### src/core/hrsp_defines.vh
// Register offsets, field positions and reset values of the humidity result/status/peak block.
`ifndef HRSP_DEFINES_VH
`define HRSP_DEFINES_VH

// Register offsets.
`define HRSP_OFS_TEMP_LOW 8'h00
`define HRSP_OFS_TEMP_HIGH 8'h01
`define HRSP_OFS_HUMID_LOW 8'h02
`define HRSP_OFS_HUMID_HIGH 8'h03
`define HRSP_OFS_EVENT_STATUS 8'h04
`define HRSP_OFS_TEMP_PEAK 8'h05
`define HRSP_OFS_HUMID_PEAK 8'h06
`define HRSP_OFS_EVENT_ENABLE 8'h07

// Bit positions shared by the status and enable registers.
`define HRSP_BIT_CONV_DONE 7
`define HRSP_BIT_TEMP_HIGH 6
`define HRSP_BIT_TEMP_LOW 5
`define HRSP_BIT_HUMID_HIGH 4
`define HRSP_BIT_HUMID_LOW 3
`define HRSP_FLAG_LSB 3
`define HRSP_NUM_FLAGS 5

// Reset values.
`define HRSP_RST_HUMID_RESULT 16'h0000
`define HRSP_RST_TEMP_RESULT 16'h0000
`define HRSP_RST_EVENT_STATUS 8'h00
`define HRSP_RST_PEAK 8'h00
`define HRSP_RST_EVENT_ENABLE 8'h00

// Resolution select codes and the low bits each one drops from the 14-bit value.
`define HRSP_RES_14BIT 2'h0
`define HRSP_RES_11BIT 2'h1
`define HRSP_RES_9BIT 2'h2
`define HRSP_MASK_14BIT 14'h3FFF
`define HRSP_MASK_11BIT 14'h3FF8
`define HRSP_MASK_9BIT 14'h3FE0

// Default 7-bit bus address of the device; the value is arbitrary.
`define HRSP_DEV_ADDR 7'h2A

`endif

### src/core/hrsp_sync.v
// Three-stage input synchroniser with agreement filter and edge pulses.
`timescale 1ns/1ps
`default_nettype none

module hrsp_sync #(
  parameter WIDTH = 2
) (
  // Clock and reset.
  input wire clk_sys,
  input wire srst,
  // Asynchronous inputs.
  input wire [WIDTH-1:0] async_in,
  // Filtered level and its edges.
  output reg [WIDTH-1:0] level_q,
  output reg [WIDTH-1:0] rise_q,
  output reg [WIDTH-1:0] fall_q
);

  reg [WIDTH-1:0] stage1_q;
  reg [WIDTH-1:0] stage2_q;
  reg [WIDTH-1:0] stage3_q;

  genvar i;
  generate
    for (i = 0; i < WIDTH; i = i + 1) begin : g_bit
      // A change is taken only once the second and third stages agree.
      always @(posedge clk_sys) begin
        if (srst) begin
          stage1_q[i] <= 1'b1;
          stage2_q[i] <= 1'b1;
          stage3_q[i] <= 1'b1;
          level_q[i] <= 1'b1;
          rise_q[i] <= 1'b0;
          fall_q[i] <= 1'b0;
        end else begin
          stage1_q[i] <= async_in[i];
          stage2_q[i] <= stage1_q[i];
          stage3_q[i] <= stage2_q[i];
          if (stage2_q[i] == stage3_q[i]) begin
            level_q[i] <= stage3_q[i];
          end
          rise_q[i] <= (stage2_q[i] == stage3_q[i]) && stage3_q[i] && !level_q[i];
          fall_q[i] <= (stage2_q[i] == stage3_q[i]) && !stage3_q[i] && level_q[i];
        end
      end
    end
  endgenerate

endmodule // hrsp_sync

`default_nettype wire

### src/core/hrsp_regs.v
// Humidity result, event status, peak detector and event enable registers behind a serial bus slave.
//
// What this block does
// - Humidity word 16 bits, low two zero.
// - Conversion 14 bits, resolution from setting.
// - Humidity bits 15:8 read-only at 0x03.
// - Humidity percent equals word/65536 times 100.
// - Status byte at 0x04, five flags.
// - Data-ready sets when any conversion finishes.
// - Data-ready clears on status or result read.
// - Temperature-high flag sets; status read clears.
// - Temperature-low flag sets; status read clears.
// - Humidity high/low flags set; status read clears.
// - Alert setting steers flags and alert pin.
// - Temperature peak byte kept at 0x05.
// - Humidity peak byte at 0x06, resets zero.
// - Peaks clear at reset and soft reset.
// - Peaks track host-requested conversions, not auto mode.
// - Temperature peak: byte/256*165 minus 40.5.
// - Humidity peak: byte*100/256 percent.
// - Enable byte at 0x07, five source enables.
// - Enable bit gates its source's interrupt.
// - Temperature: word/65536*165 minus 40.5.
`timescale 1ns/1ps
`default_nettype none
`include "hrsp_defines.vh"

module hrsp_regs #(
  parameter [6:0] DEV_ADDR = `HRSP_DEV_ADDR
) (
  // Clock and reset.
  input wire clk_sys,
  input wire srst,
  // Serial bus pins, open drain.
  input wire scl_i,
  input wire sda_i,
  output reg sda_o,
  output reg sda_oe,
  // Conversion results from the measurement engine.
  input wire temp_done,
  input wire [15:0] temp_word,
  input wire humid_done,
  input wire [13:0] humid_value,
  input wire [1:0] humid_res_sel,
  input wire auto_mode,
  // Threshold comparator conditions.
  input wire temp_over_high_cond,
  input wire temp_under_low_cond,
  input wire humid_over_high_cond,
  input wire humid_under_low_cond,
  // Alert pin configuration and soft reset.
  input wire alert_enable,
  input wire alert_active_high,
  input wire alert_level_mode,
  input wire soft_reset,
  // Alert pin.
  output reg alert_pin
);

  localparam [2:0] ST_IDLE = 3'h0;
  localparam [2:0] ST_ADDR = 3'h1;
  localparam [2:0] ST_ACK = 3'h2;
  localparam [2:0] ST_PTR = 3'h3;
  localparam [2:0] ST_WDATA = 3'h4;
  localparam [2:0] ST_TX = 3'h5;
  localparam [2:0] ST_RACK = 3'h6;

  localparam NF = `HRSP_NUM_FLAGS;

  // Synchronised bus pins.
  wire [1:0] pin_level;
  wire [1:0] pin_rise;
  wire [1:0] pin_fall;

  hrsp_sync #(
    .WIDTH(2)
  ) u_sync (
    .clk_sys(clk_sys),
    .srst(srst),
    .async_in({sda_i, scl_i}),
    .level_q(pin_level),
    .rise_q(pin_rise),
    .fall_q(pin_fall)
  );

  wire scl_rise = pin_rise[0];
  wire scl_fall = pin_fall[0];
  wire scl_high = pin_level[0];
  wire sda_in = pin_level[1];
  wire bus_start = pin_fall[1] && scl_high;
  wire bus_stop = pin_rise[1] && scl_high;

  // Register state.
  reg [15:0] temp_word_q;
  reg [15:0] humid_word_q;
  reg [NF-1:0] flag_q;
  reg [7:0] temp_peak_q;
  reg [7:0] humid_peak_q;
  reg [NF-1:0] enable_q;

  // Bus slave state.
  reg [2:0] state_q;
  reg [7:0] shift_q;
  reg [3:0] bit_cnt_q;
  reg byte_done_q;
  reg rw_q;
  reg ptr_valid_q;
  reg [7:0] ptr_q;
  reg [7:0] tx_q;
  reg nack_q;
  reg rd_evt_q;
  reg [7:0] rd_addr_q;
  reg wr_evt_q;
  reg [7:0] wr_addr_q;
  reg [7:0] wr_data_q;

  // Read view of one register; unmapped offsets read zero.
  function [7:0] rd_mux;
    input [7:0] addr;
    begin
      case (addr)
        `HRSP_OFS_TEMP_LOW: rd_mux = temp_word_q[7:0];
        `HRSP_OFS_TEMP_HIGH: rd_mux = temp_word_q[15:8];
        `HRSP_OFS_HUMID_LOW: rd_mux = humid_word_q[7:0];
        `HRSP_OFS_HUMID_HIGH: rd_mux = humid_word_q[15:8];
        `HRSP_OFS_EVENT_STATUS: rd_mux = {flag_q, 3'h0};
        `HRSP_OFS_TEMP_PEAK: rd_mux = temp_peak_q;
        `HRSP_OFS_HUMID_PEAK: rd_mux = humid_peak_q;
        `HRSP_OFS_EVENT_ENABLE: rd_mux = {enable_q, 3'h0};
        default: rd_mux = 8'h00;
      endcase
    end
  endfunction

  // Resolution mask applied to a fresh humidity conversion.
  function [13:0] res_mask;
    input [1:0] sel;
    begin
      case (sel)
        `HRSP_RES_11BIT: res_mask = `HRSP_MASK_11BIT;
        `HRSP_RES_9BIT: res_mask = `HRSP_MASK_9BIT;
        default: res_mask = `HRSP_MASK_14BIT;
      endcase
    end
  endfunction

  // Byte under the pointer, and the reset images cut to the stored fields.
  wire [7:0] rd_byte = rd_mux(ptr_q);
  wire [7:0] rst_status = `HRSP_RST_EVENT_STATUS;
  wire [7:0] rst_enable = `HRSP_RST_EVENT_ENABLE;

  // Serial bus slave: address, pointer, write data and auto-incrementing reads.
  always @(posedge clk_sys) begin
    if (srst) begin
      state_q <= ST_IDLE;
      shift_q <= 8'h00;
      bit_cnt_q <= 4'h0;
      byte_done_q <= 1'b0;
      rw_q <= 1'b0;
      ptr_valid_q <= 1'b0;
      ptr_q <= 8'h00;
      tx_q <= 8'h00;
      nack_q <= 1'b0;
      sda_o <= 1'b0;
      sda_oe <= 1'b0;
      rd_evt_q <= 1'b0;
      rd_addr_q <= 8'h00;
      wr_evt_q <= 1'b0;
      wr_addr_q <= 8'h00;
      wr_data_q <= 8'h00;
    end else begin
      rd_evt_q <= 1'b0;
      wr_evt_q <= 1'b0;
      sda_o <= 1'b0;
      if (bus_stop) begin
        state_q <= ST_IDLE;
        sda_oe <= 1'b0;
      end else if (bus_start) begin
        state_q <= ST_ADDR;
        bit_cnt_q <= 4'h0;
        byte_done_q <= 1'b0;
        ptr_valid_q <= 1'b0;
        sda_oe <= 1'b0;
      end else begin
        case (state_q)
          ST_ADDR, ST_PTR, ST_WDATA: begin
            if (scl_rise && !byte_done_q) begin
              shift_q <= {shift_q[6:0], sda_in};
              bit_cnt_q <= bit_cnt_q + 4'h1;
              byte_done_q <= (bit_cnt_q == 4'h7);
            end else if (scl_fall && byte_done_q) begin
              byte_done_q <= 1'b0;
              bit_cnt_q <= 4'h0;
              if (state_q == ST_ADDR) begin
                if (shift_q[7:1] == DEV_ADDR) begin
                  rw_q <= shift_q[0];
                  sda_oe <= 1'b1;
                  state_q <= ST_ACK;
                end else begin
                  state_q <= ST_IDLE;
                end
              end else if (state_q == ST_PTR) begin
                ptr_q <= shift_q;
                ptr_valid_q <= 1'b1;
                sda_oe <= 1'b1;
                state_q <= ST_ACK;
              end else begin
                wr_evt_q <= 1'b1;
                wr_addr_q <= ptr_q;
                wr_data_q <= shift_q;
                ptr_q <= ptr_q + 8'h01;
                sda_oe <= 1'b1;
                state_q <= ST_ACK;
              end
            end
          end
          ST_ACK: begin
            if (scl_fall) begin
              if (rw_q) begin
                // Snapshot taken here; the clear it causes follows one cycle later.
                tx_q <= {rd_byte[6:0], 1'b0};
                sda_oe <= !rd_byte[7];
                rd_evt_q <= 1'b1;
                rd_addr_q <= ptr_q;
                ptr_q <= ptr_q + 8'h01;
                bit_cnt_q <= 4'h1;
                state_q <= ST_TX;
              end else begin
                sda_oe <= 1'b0;
                state_q <= ptr_valid_q ? ST_WDATA : ST_PTR;
              end
            end
          end
          ST_TX: begin
            if (scl_fall) begin
              if (bit_cnt_q == 4'h8) begin
                sda_oe <= 1'b0;
                state_q <= ST_RACK;
              end else begin
                sda_oe <= !tx_q[7];
                tx_q <= {tx_q[6:0], 1'b0};
                bit_cnt_q <= bit_cnt_q + 4'h1;
              end
            end
          end
          ST_RACK: begin
            if (scl_rise) begin
              nack_q <= sda_in;
            end else if (scl_fall) begin
              if (nack_q) begin
                state_q <= ST_IDLE;
              end else begin
                tx_q <= {rd_byte[6:0], 1'b0};
                sda_oe <= !rd_byte[7];
                rd_evt_q <= 1'b1;
                rd_addr_q <= ptr_q;
                ptr_q <= ptr_q + 8'h01;
                bit_cnt_q <= 4'h1;
                state_q <= ST_TX;
              end
            end
          end
          default: begin
            sda_oe <= 1'b0;
          end
        endcase
      end
    end
  end

  // Conversion results; the humidity word carries the 14-bit value above two zero bits.
  always @(posedge clk_sys) begin
    if (srst || soft_reset) begin
      temp_word_q <= `HRSP_RST_TEMP_RESULT;
      humid_word_q <= `HRSP_RST_HUMID_RESULT;
    end else begin
      if (temp_done) begin
        temp_word_q <= {temp_word[15:2], 2'h0};
      end
      if (humid_done) begin
        humid_word_q <= {humid_value & res_mask(humid_res_sel), 2'h0};
      end
    end
  end

  // Status flags: a set arriving together with a clearing read wins.
  wire stat_read = rd_evt_q && (rd_addr_q == `HRSP_OFS_EVENT_STATUS);
  wire result_read = rd_evt_q && (rd_addr_q <= `HRSP_OFS_HUMID_HIGH);
  wire [NF-1:0] flag_set;
  wire [NF-1:0] flag_clr;
  wire [NF-1:0] flag_level;

  assign flag_set = {temp_done || humid_done, temp_over_high_cond,
                     temp_under_low_cond, humid_over_high_cond, humid_under_low_cond};
  assign flag_clr = {stat_read || result_read, {(NF-1){stat_read}}};
  // In level mode the threshold flags drop with their condition.
  assign flag_level = {1'b0, {(NF-1){alert_level_mode}}};

  genvar f;
  generate
    for (f = 0; f < NF; f = f + 1) begin : g_flag
      always @(posedge clk_sys) begin
        if (srst || soft_reset) begin
          flag_q[f] <= rst_status[f + `HRSP_FLAG_LSB];
        end else if (flag_level[f]) begin
          flag_q[f] <= flag_set[f];
        end else begin
          flag_q[f] <= flag_set[f] || (flag_q[f] && !flag_clr[f]);
        end
      end
    end
  endgenerate

  // Peak detectors follow host-requested conversions only.
  wire peak_track = !auto_mode;
  wire temp_wr = wr_evt_q && (wr_addr_q == `HRSP_OFS_TEMP_PEAK);
  wire humid_wr = wr_evt_q && (wr_addr_q == `HRSP_OFS_HUMID_PEAK);
  wire [15:0] humid_new = {humid_value & res_mask(humid_res_sel), 2'h0};

  always @(posedge clk_sys) begin
    if (srst || soft_reset) begin
      temp_peak_q <= `HRSP_RST_PEAK;
      humid_peak_q <= `HRSP_RST_PEAK;
    end else begin
      if (temp_wr) begin
        temp_peak_q <= wr_data_q;
      end else if (temp_done && peak_track && (temp_word[15:8] > temp_peak_q)) begin
        temp_peak_q <= temp_word[15:8];
      end
      if (humid_wr) begin
        humid_peak_q <= wr_data_q;
      end else if (humid_done && peak_track && (humid_new[15:8] > humid_peak_q)) begin
        humid_peak_q <= humid_new[15:8];
      end
    end
  end

  // Event enable register; reserved bits are not stored.
  always @(posedge clk_sys) begin
    if (srst || soft_reset) begin
      enable_q <= rst_enable[7:`HRSP_FLAG_LSB];
    end else if (wr_evt_q && (wr_addr_q == `HRSP_OFS_EVENT_ENABLE)) begin
      enable_q <= wr_data_q[7:`HRSP_FLAG_LSB];
    end
  end

  // Alert pin: any enabled flag asserts it, in the selected polarity.
  wire alert_active = alert_enable && |(flag_q & enable_q);

  always @(posedge clk_sys) begin
    if (srst) begin
      alert_pin <= 1'b0;
    end else begin
      alert_pin <= alert_active_high ? alert_active : !alert_active;
    end
  end

endmodule // hrsp_regs

`default_nettype wire

### config.mk
export PLATFORM = sky130hd
export DESIGN_NAME = hrsp_regs
export DESIGN_NICKNAME = d
export VERILOG_FILES = /design/src/core/hrsp_sync.v /design/src/core/hrsp_regs.v
export VERILOG_INCLUDE_DIRS = /design/src /design/src/core
export SDC_FILE = /design/constraint.sdc
export NUM_CORES = 1
export LEC_CHECK = 0
export ABC_AREA = 1
export BUFFER_PORTS_ARGS = -buffer_cell sky130_fd_sc_hd__buf_2
export CORE_MARGIN = 5
export CORE_UTILIZATION = 55
export DETAILED_ROUTE_END_ITERATION = 8
export PLACE_DENSITY = 0.8
export SYNTH_ARGS = -nofsm -noshare
export SYNTH_HDL_FRONTEND = slang
export SYNTH_SLANG_ARGS = --single-unit
export TNS_END_PERCENT = 30
### constraint.sdc
create_clock -name clk_sys -period 1.95 [get_ports clk_sys]
set_clock_uncertainty 0.1 [all_clocks]
set_input_delay 0.195 -clock clk_sys [delete_from_list [all_inputs] [get_ports clk_sys]]
set_output_delay 0.195 -clock clk_sys [all_outputs]
set_load 0.03 [all_outputs]
**After elaboration in Yosys (flattened, before gate mapping)**

Cells that the tools add are included.
Widths: inputs -> output; s select.

- Flip-flop bits (word level): 129
- Input bits: 47
- Output and inout bits: 3

- $add $sub $neg: 2
- Magnitude comparators: 3
- Equality and inequality tests: 49
- Muxes and demuxes: 91
- Bitwise logic cells: 10
- Reductions and logical operators: 76

Operators with widths:

| kind | count |
|---|---|
| $mux 8 | 25 |
| $eq 8x3->1 const B | 8 |
| $pmux 8 s8 | 1 |
| $pmux 8 s3 | 2 |
| $mux 4 | 10 |
| $mux 1 | 33 |
| $mux 3 | 11 |
| $reduce_and 8->1 | 4 |
| $and 14x14->14 | 2 |
| $mux 14 | 2 |
| $logic_and 1x1->1 | 27 |
| $ne 3x3->1 const B | 8 |
| $ne 2x2->1 const B | 10 |
| $reduce_and 10->1 | 2 |
| $eq 8x2->1 const B | 2 |
| $gt 8x8->1 | 2 |
| $pmux 4 s4 | 1 |
| $pmux 8 s2 | 1 |
| $reduce_and 7->1 | 2 |
| $pmux 3 s4 | 1 |
| $reduce_bool 2->1 | 6 |
| $logic_not 1->1 | 11 |
| $reduce_and 11->1 | 1 |
| $pmux 5 s2 | 1 |
| other kinds (33) | 58 |

**Depth between registers and ports, before layout**

- Word-level depth: 7
- Gate-level depth with buffers: 13
- Gate-level depth less buffers: 12

**Cells and area by module**

From an unflattened synthesis, not the netlist that was laid out.

- Cells, all modules: 929
- Area, all modules: 6393.6 µm²

By module, submodules not included:

| module | times used | cells each | area an instance (µm²) | seq. area each (µm²) |
|---|---|---|---|---|
| hrsp_regs | 1 | 886 | 5989.5 | 2322.2 |
| hrsp_sync | 1 | 43 | 404.1 | 240.2 |

**Worst setup path after synthesis**

Ideal clock, no wire load.

- Kind: register to register
- From: reg humid_peak_q[3]
- To: reg humid_peak_q[4]
- Data arrival time: 1.465 ns
- Slack: 0.272 ns
- Cell stages (with the launch flop): 13
- Buffers on the path: 1
- Cell sequence: dfxtp_1 > inv_1 > ha_1 > nand2_1 > o21ai_0 > nand2_1 > nand2_1 > nand3_1 > nand2_1 > clkbuf_1 > nand2_1 > nand2_1 > nor2_1

- Longest elaborated chain between the ends: 3

RTL lines:

| item | line | RTL |
|---|---|---|
| start, declared | hrsp_regs.v:98 | `reg [7:0] humid_peak_q;` |
| start signal, assigned | hrsp_regs.v:323 | `` humid_peak_q <= `HRSP_RST_PEAK; `` |
| start signal, assigned | hrsp_regs.v:331 | `humid_peak_q <= wr_data_q;` |
| start signal, assigned | hrsp_regs.v:333 | `humid_peak_q <= humid_new[15:8];` |
| $gt 8x8->1 | hrsp_regs.v:332 | `end else if (humid_done && peak_track && (humid_new[15:8] > humid_peak_q)) begin` |
| $logic_and 1x1->1 | hrsp_regs.v:332 |  |
| $reduce_bool 2->1 (no source line) | - |  |

Every way passes these cells.
A chain may end at the register's enable or synchronous reset.

**Worst setup path in the final report**

- From: in temp_word[10]
- To: reg temp_peak_q[3]

- Longest elaborated chain between the ends: 3

RTL lines:

| item | line | RTL |
|---|---|---|
| start, declared | hrsp_regs.v:41 | `input wire [15:0] temp_word,` |
| $gt 8x8->1 | hrsp_regs.v:327 | `end else if (temp_done && peak_track && (temp_word[15:8] > temp_peak_q)) begin` |
| $logic_and 1x1->1 | hrsp_regs.v:327 |  |
| $reduce_bool 2->1 (no source line) | - |  |
| end signal, assigned | hrsp_regs.v:322 | `` temp_peak_q <= `HRSP_RST_PEAK; `` |
| end signal, assigned | hrsp_regs.v:326 | `temp_peak_q <= wr_data_q;` |
| end signal, assigned | hrsp_regs.v:328 | `temp_peak_q <= temp_word[15:8];` |
| end, declared | hrsp_regs.v:97 | `reg [7:0] temp_peak_q;` |

Every way passes these cells.

==> run_results.csv <==
group,metric,value,unit
logic_synthesis,yosys_warnings,0,
clock_tree,post_cts_buffers,0,
place,place_area,0.007076,mm^2
route,drc,0,
floorplanning,die-width,118.8,um
logic_synthesis,synthDominantCellAreaShare,0.3933,
power,p_int,0.005007,W
power,swShare,0.2573,
logic_synthesis,synth_seq_cells,128,
place,hpwl,12600,um
min_path,worstHoldPathType,"in2reg",
clock_tree,cts.htree.levels,4,
grt,grt_first_pass_wirelength,30060,um
clock_tree,cts-root-buf,"clkbuf_16",
worst_setup_path,cp_slowest_cell,"dlygate4sd3_1",
run_status,status,"completed",
sta,tightestPinTransition,0.9794,ns
floorplanning,coreArea,0.01152,mm^2
worst_setup_path,reg2reg_slack,0.12,ns
power,comb_power_share,0.128,
worst_setup_path,critPathLaunchType,"primary input",
power,clockPowerShare,0.463,
floorplanning,die-area,0.01412,mm^2
floorplanning,fp.dieH,118.8,um
finish,drive_gt1_frac,0.1538,
worst_setup_path,crit_path_frequent_cell,"nor2_1",
grt,grt.total_usage,0.2633,
route,drt_wl_total,18470,um
sta,setup_tns,0,ns
route,via_count,6739,
logic_synthesis,netlist_instances,956,
logic_synthesis,ys_types,42,
logic_synthesis,yosys-top-cells-area,"dfxtp_1 39%, nand2_1 12%, a21oi_1 8.9%",
worst_setup_path,critical_path.endpoint_type,"flop",
worst_setup_path,cp_cell_sequence,"dlygate4sd3_1 > buf_2 > ha_1 > nand2_1 > nor2_1 > a211oi_2 > nand2_1 > nand2_2 > inv_2 > nor2_1 > nor2_1",
route,drtIter0Drc,907,
route,post_drt_wl_per_cell,15.19,um
power,p_leak,3.557,nW
sta,min_period_over_period,0.9569,
job,drv_cap,0,
place,gp_congestion,0.9359,
clock_tree,clkTransAtPathRegs,0.06,ns
route,ant_nets,0,
sta,grt_setup_unrepaired,"true",
logic_synthesis,synth_flop_cell,"dfxtp_1",
finish,area_delta_synth_final,24.12,%
sta,drv_slew,0,
sta,final-hold-violation-count,0,
clock_tree,cts_buffers,17,
grt,grt_pass1_vias,6194,
logic_synthesis,netlist_area,0.006515,mm^2
clock_tree,clock-sinks,128,
power,power.density,833.7,mW/mm^2
floorplanning,initial_core_util,0.5657,
logic_synthesis,yosysMostFrequentCell,"nand2_1",
finish,fin_util,0.7022,
grt,antenna_found_initial,0,
sta,fmax,535.9,MHz
sta,slew_headroom,0.3463,
finish,regArea,0.002571,mm^2
clock_tree,clock_path_buffers,2,
logic_synthesis,yosys-top-cells-count,"208 x nand2_1, 128 x dfxtp_1, 116 x a21oi_1",
route,routed_via_density,5.542,
worst_setup_path,worst-path-max-fanout,7,
power,netSwitchingPower,0.001735,W
floorplanning,ios,50,
grt,overflow,0,
finish,fin_area,0.008087,mm^2
logic_synthesis,synth-edff-count,0,
clock_tree,clkLatencyLatePin,0.43,ns
finish,final_net_count,1134,
worst_setup_path,crit_start,"temp_word[10]",
place,portBuffers,46,
power,power_frac_seq,0.409,
worst_setup_path,r2r-start,"ptr_q[5]",
min_path,worstHoldStart,"humid_value[8]",
worst_setup_path,path_class,"in2reg",
clock_tree,cts_tree,"yes",
sta,setup_viol,0,
logic_synthesis,async_reset_ff_frac,0,
grt,grt_max_degree,52,
finish,num-fill-cells,942,
power,max-vdd-ir-drop,0.6337,mV
floorplanning,row_count,39,
logic_synthesis,syn_nets,1030,
finish,n_antenna_cell,0,
worst_setup_path,max_stage_delay,0.54,ns
sta,whs,0.02853,ns
worst_setup_path,worstPathArrival,2.08,ns
logic_synthesis,avgSynthCellArea,6.815,um^2
route,dr.pass1.iters,5,
sta,fin_crit,1.866,ns
finish,multi_input_area,0.003470,mm^2
worst_setup_path,cp_data_required_time,2.16,ns
logic_synthesis,synth_area_leader_cell,"dfxtp_1",
logic_synthesis,yosysSeqAreaShare,0.3933,
==> state kept, by name, indices dropped and copies added (netlist names), 3 cells and up <==
register	count
bit_cnt_q	4
enable_q	5
flag_q	5
humid_peak_q	8
humid_word_q	14
ptr_q	8
rd_addr_q	8
shift_q	8
state_q	3
temp_peak_q	8
temp_word_q	14
tx_q	7
wr_addr_q	8
wr_data_q	8
==> metal layers <==
metal  up-vias  wire length [um]  GRT usage
met5         -                 0          0
met4         0               512    0.09124
met3        47              1580    0.06351
met2       287              8377     0.4050
met1      3058              8002     0.3636
li1       3347                 -          -
==> layout make-up <==
cell class,count,share of cell area
inverter,108,0.05013
multi-input combinational,686,0.4291
tap,143,0.02213
sequential,128,0.3180
clock inverter,10,0.01362
clock buffer,22,0.05864
timing repair buffer,119,0.1085
==> cell usage in the layout (no fill, tap or decap), types with 3 or more instances in the layout <==
cell / instances
inv_2: 8
ha_1: 25
clkbuf_8: 3
dfxtp_1: 123
dlygate4sd3_1: 33
dfxtp_2: 4
o22ai_1: 3
a21oi_1: 114
nand4_1: 7
nor3_1: 8
nor2_1: 103
nand2_1: 206
inv_1: 99
clkbuf_16: 17
nand2_2: 4
nor2_2: 8
nor4_1: 3
or2_2: 5
clkinv_2: 5
o21ai_1: 14
o21ai_0: 86
a31oi_1: 7
buf_2: 46
nand3_2: 5
buf_4: 38
nand3_1: 59
==> through the flow <==
stage	worst slack (ns)	total power [W]	instances
2_1_floorplan	0.2718	0.003307	956
3_5_place_dp	0.07857	0.003564	1151
5_1_grt	-0.06184	0.007001	1216
6_report	0.08402	0.006742	1216
3_3_place_gp	0.1099	0.003551	1151
4_1_cts	0.05948	0.006715	1216
==> what timing repair did <==
action                                  CTS  global route
hold buffers                             33             0
gates resized for setup                   0            36
endpoints found under the setup margin    0            54
hold endpoints to repair                 33             0
==> final timing paths <==
kind / end / cells past startpoint
worst max register to register: sda_oe / 10
worst min-delay path: humid_word_q[10] / 3
worst max-delay path: temp_peak_q[3] / 11
worst min register to register: u_sync.stage2_q[1] / 1
==> cell families after synthesis <==
logic type               share of synthesized area
AO/OA/AOI/OAI                               0.1872
adder cells (fa/ha/maj)                    0.05185
multiplexers                              0.001728
flip-flops                                  0.3933
AND/OR/NAND/NOR                             0.2742
other                                    0.0005756
buffers and inverters                      0.08700
XOR/XNOR                                  0.004034
==> critical path: cells and delay by family <==
| kind | cells | cell delay [ns] |
|---|---|---|
| buf+inv | 3 | 0.78 |
| simple gates | 6 | 0.58 |
| fa+ha+maj | 1 | 0.29 |
| compound gates | 1 | 0.23 |
==> power groups by stage <==
stage | registers, W | clock network (W) | logic, W
global placement | 0.00281 | 0 | 0.000745
floorplan | 0.00280 | 0 | 0.000511
detailed placement | 0.00281 | 0 | 0.000756
finish | 0.00276 | 0.00312 | 0.000865
global route | 0.00276 | 0.00327 | 0.000968
CTS | 0.00275 | 0.00315 | 0.000814
(Power assumes the default switching activity.)
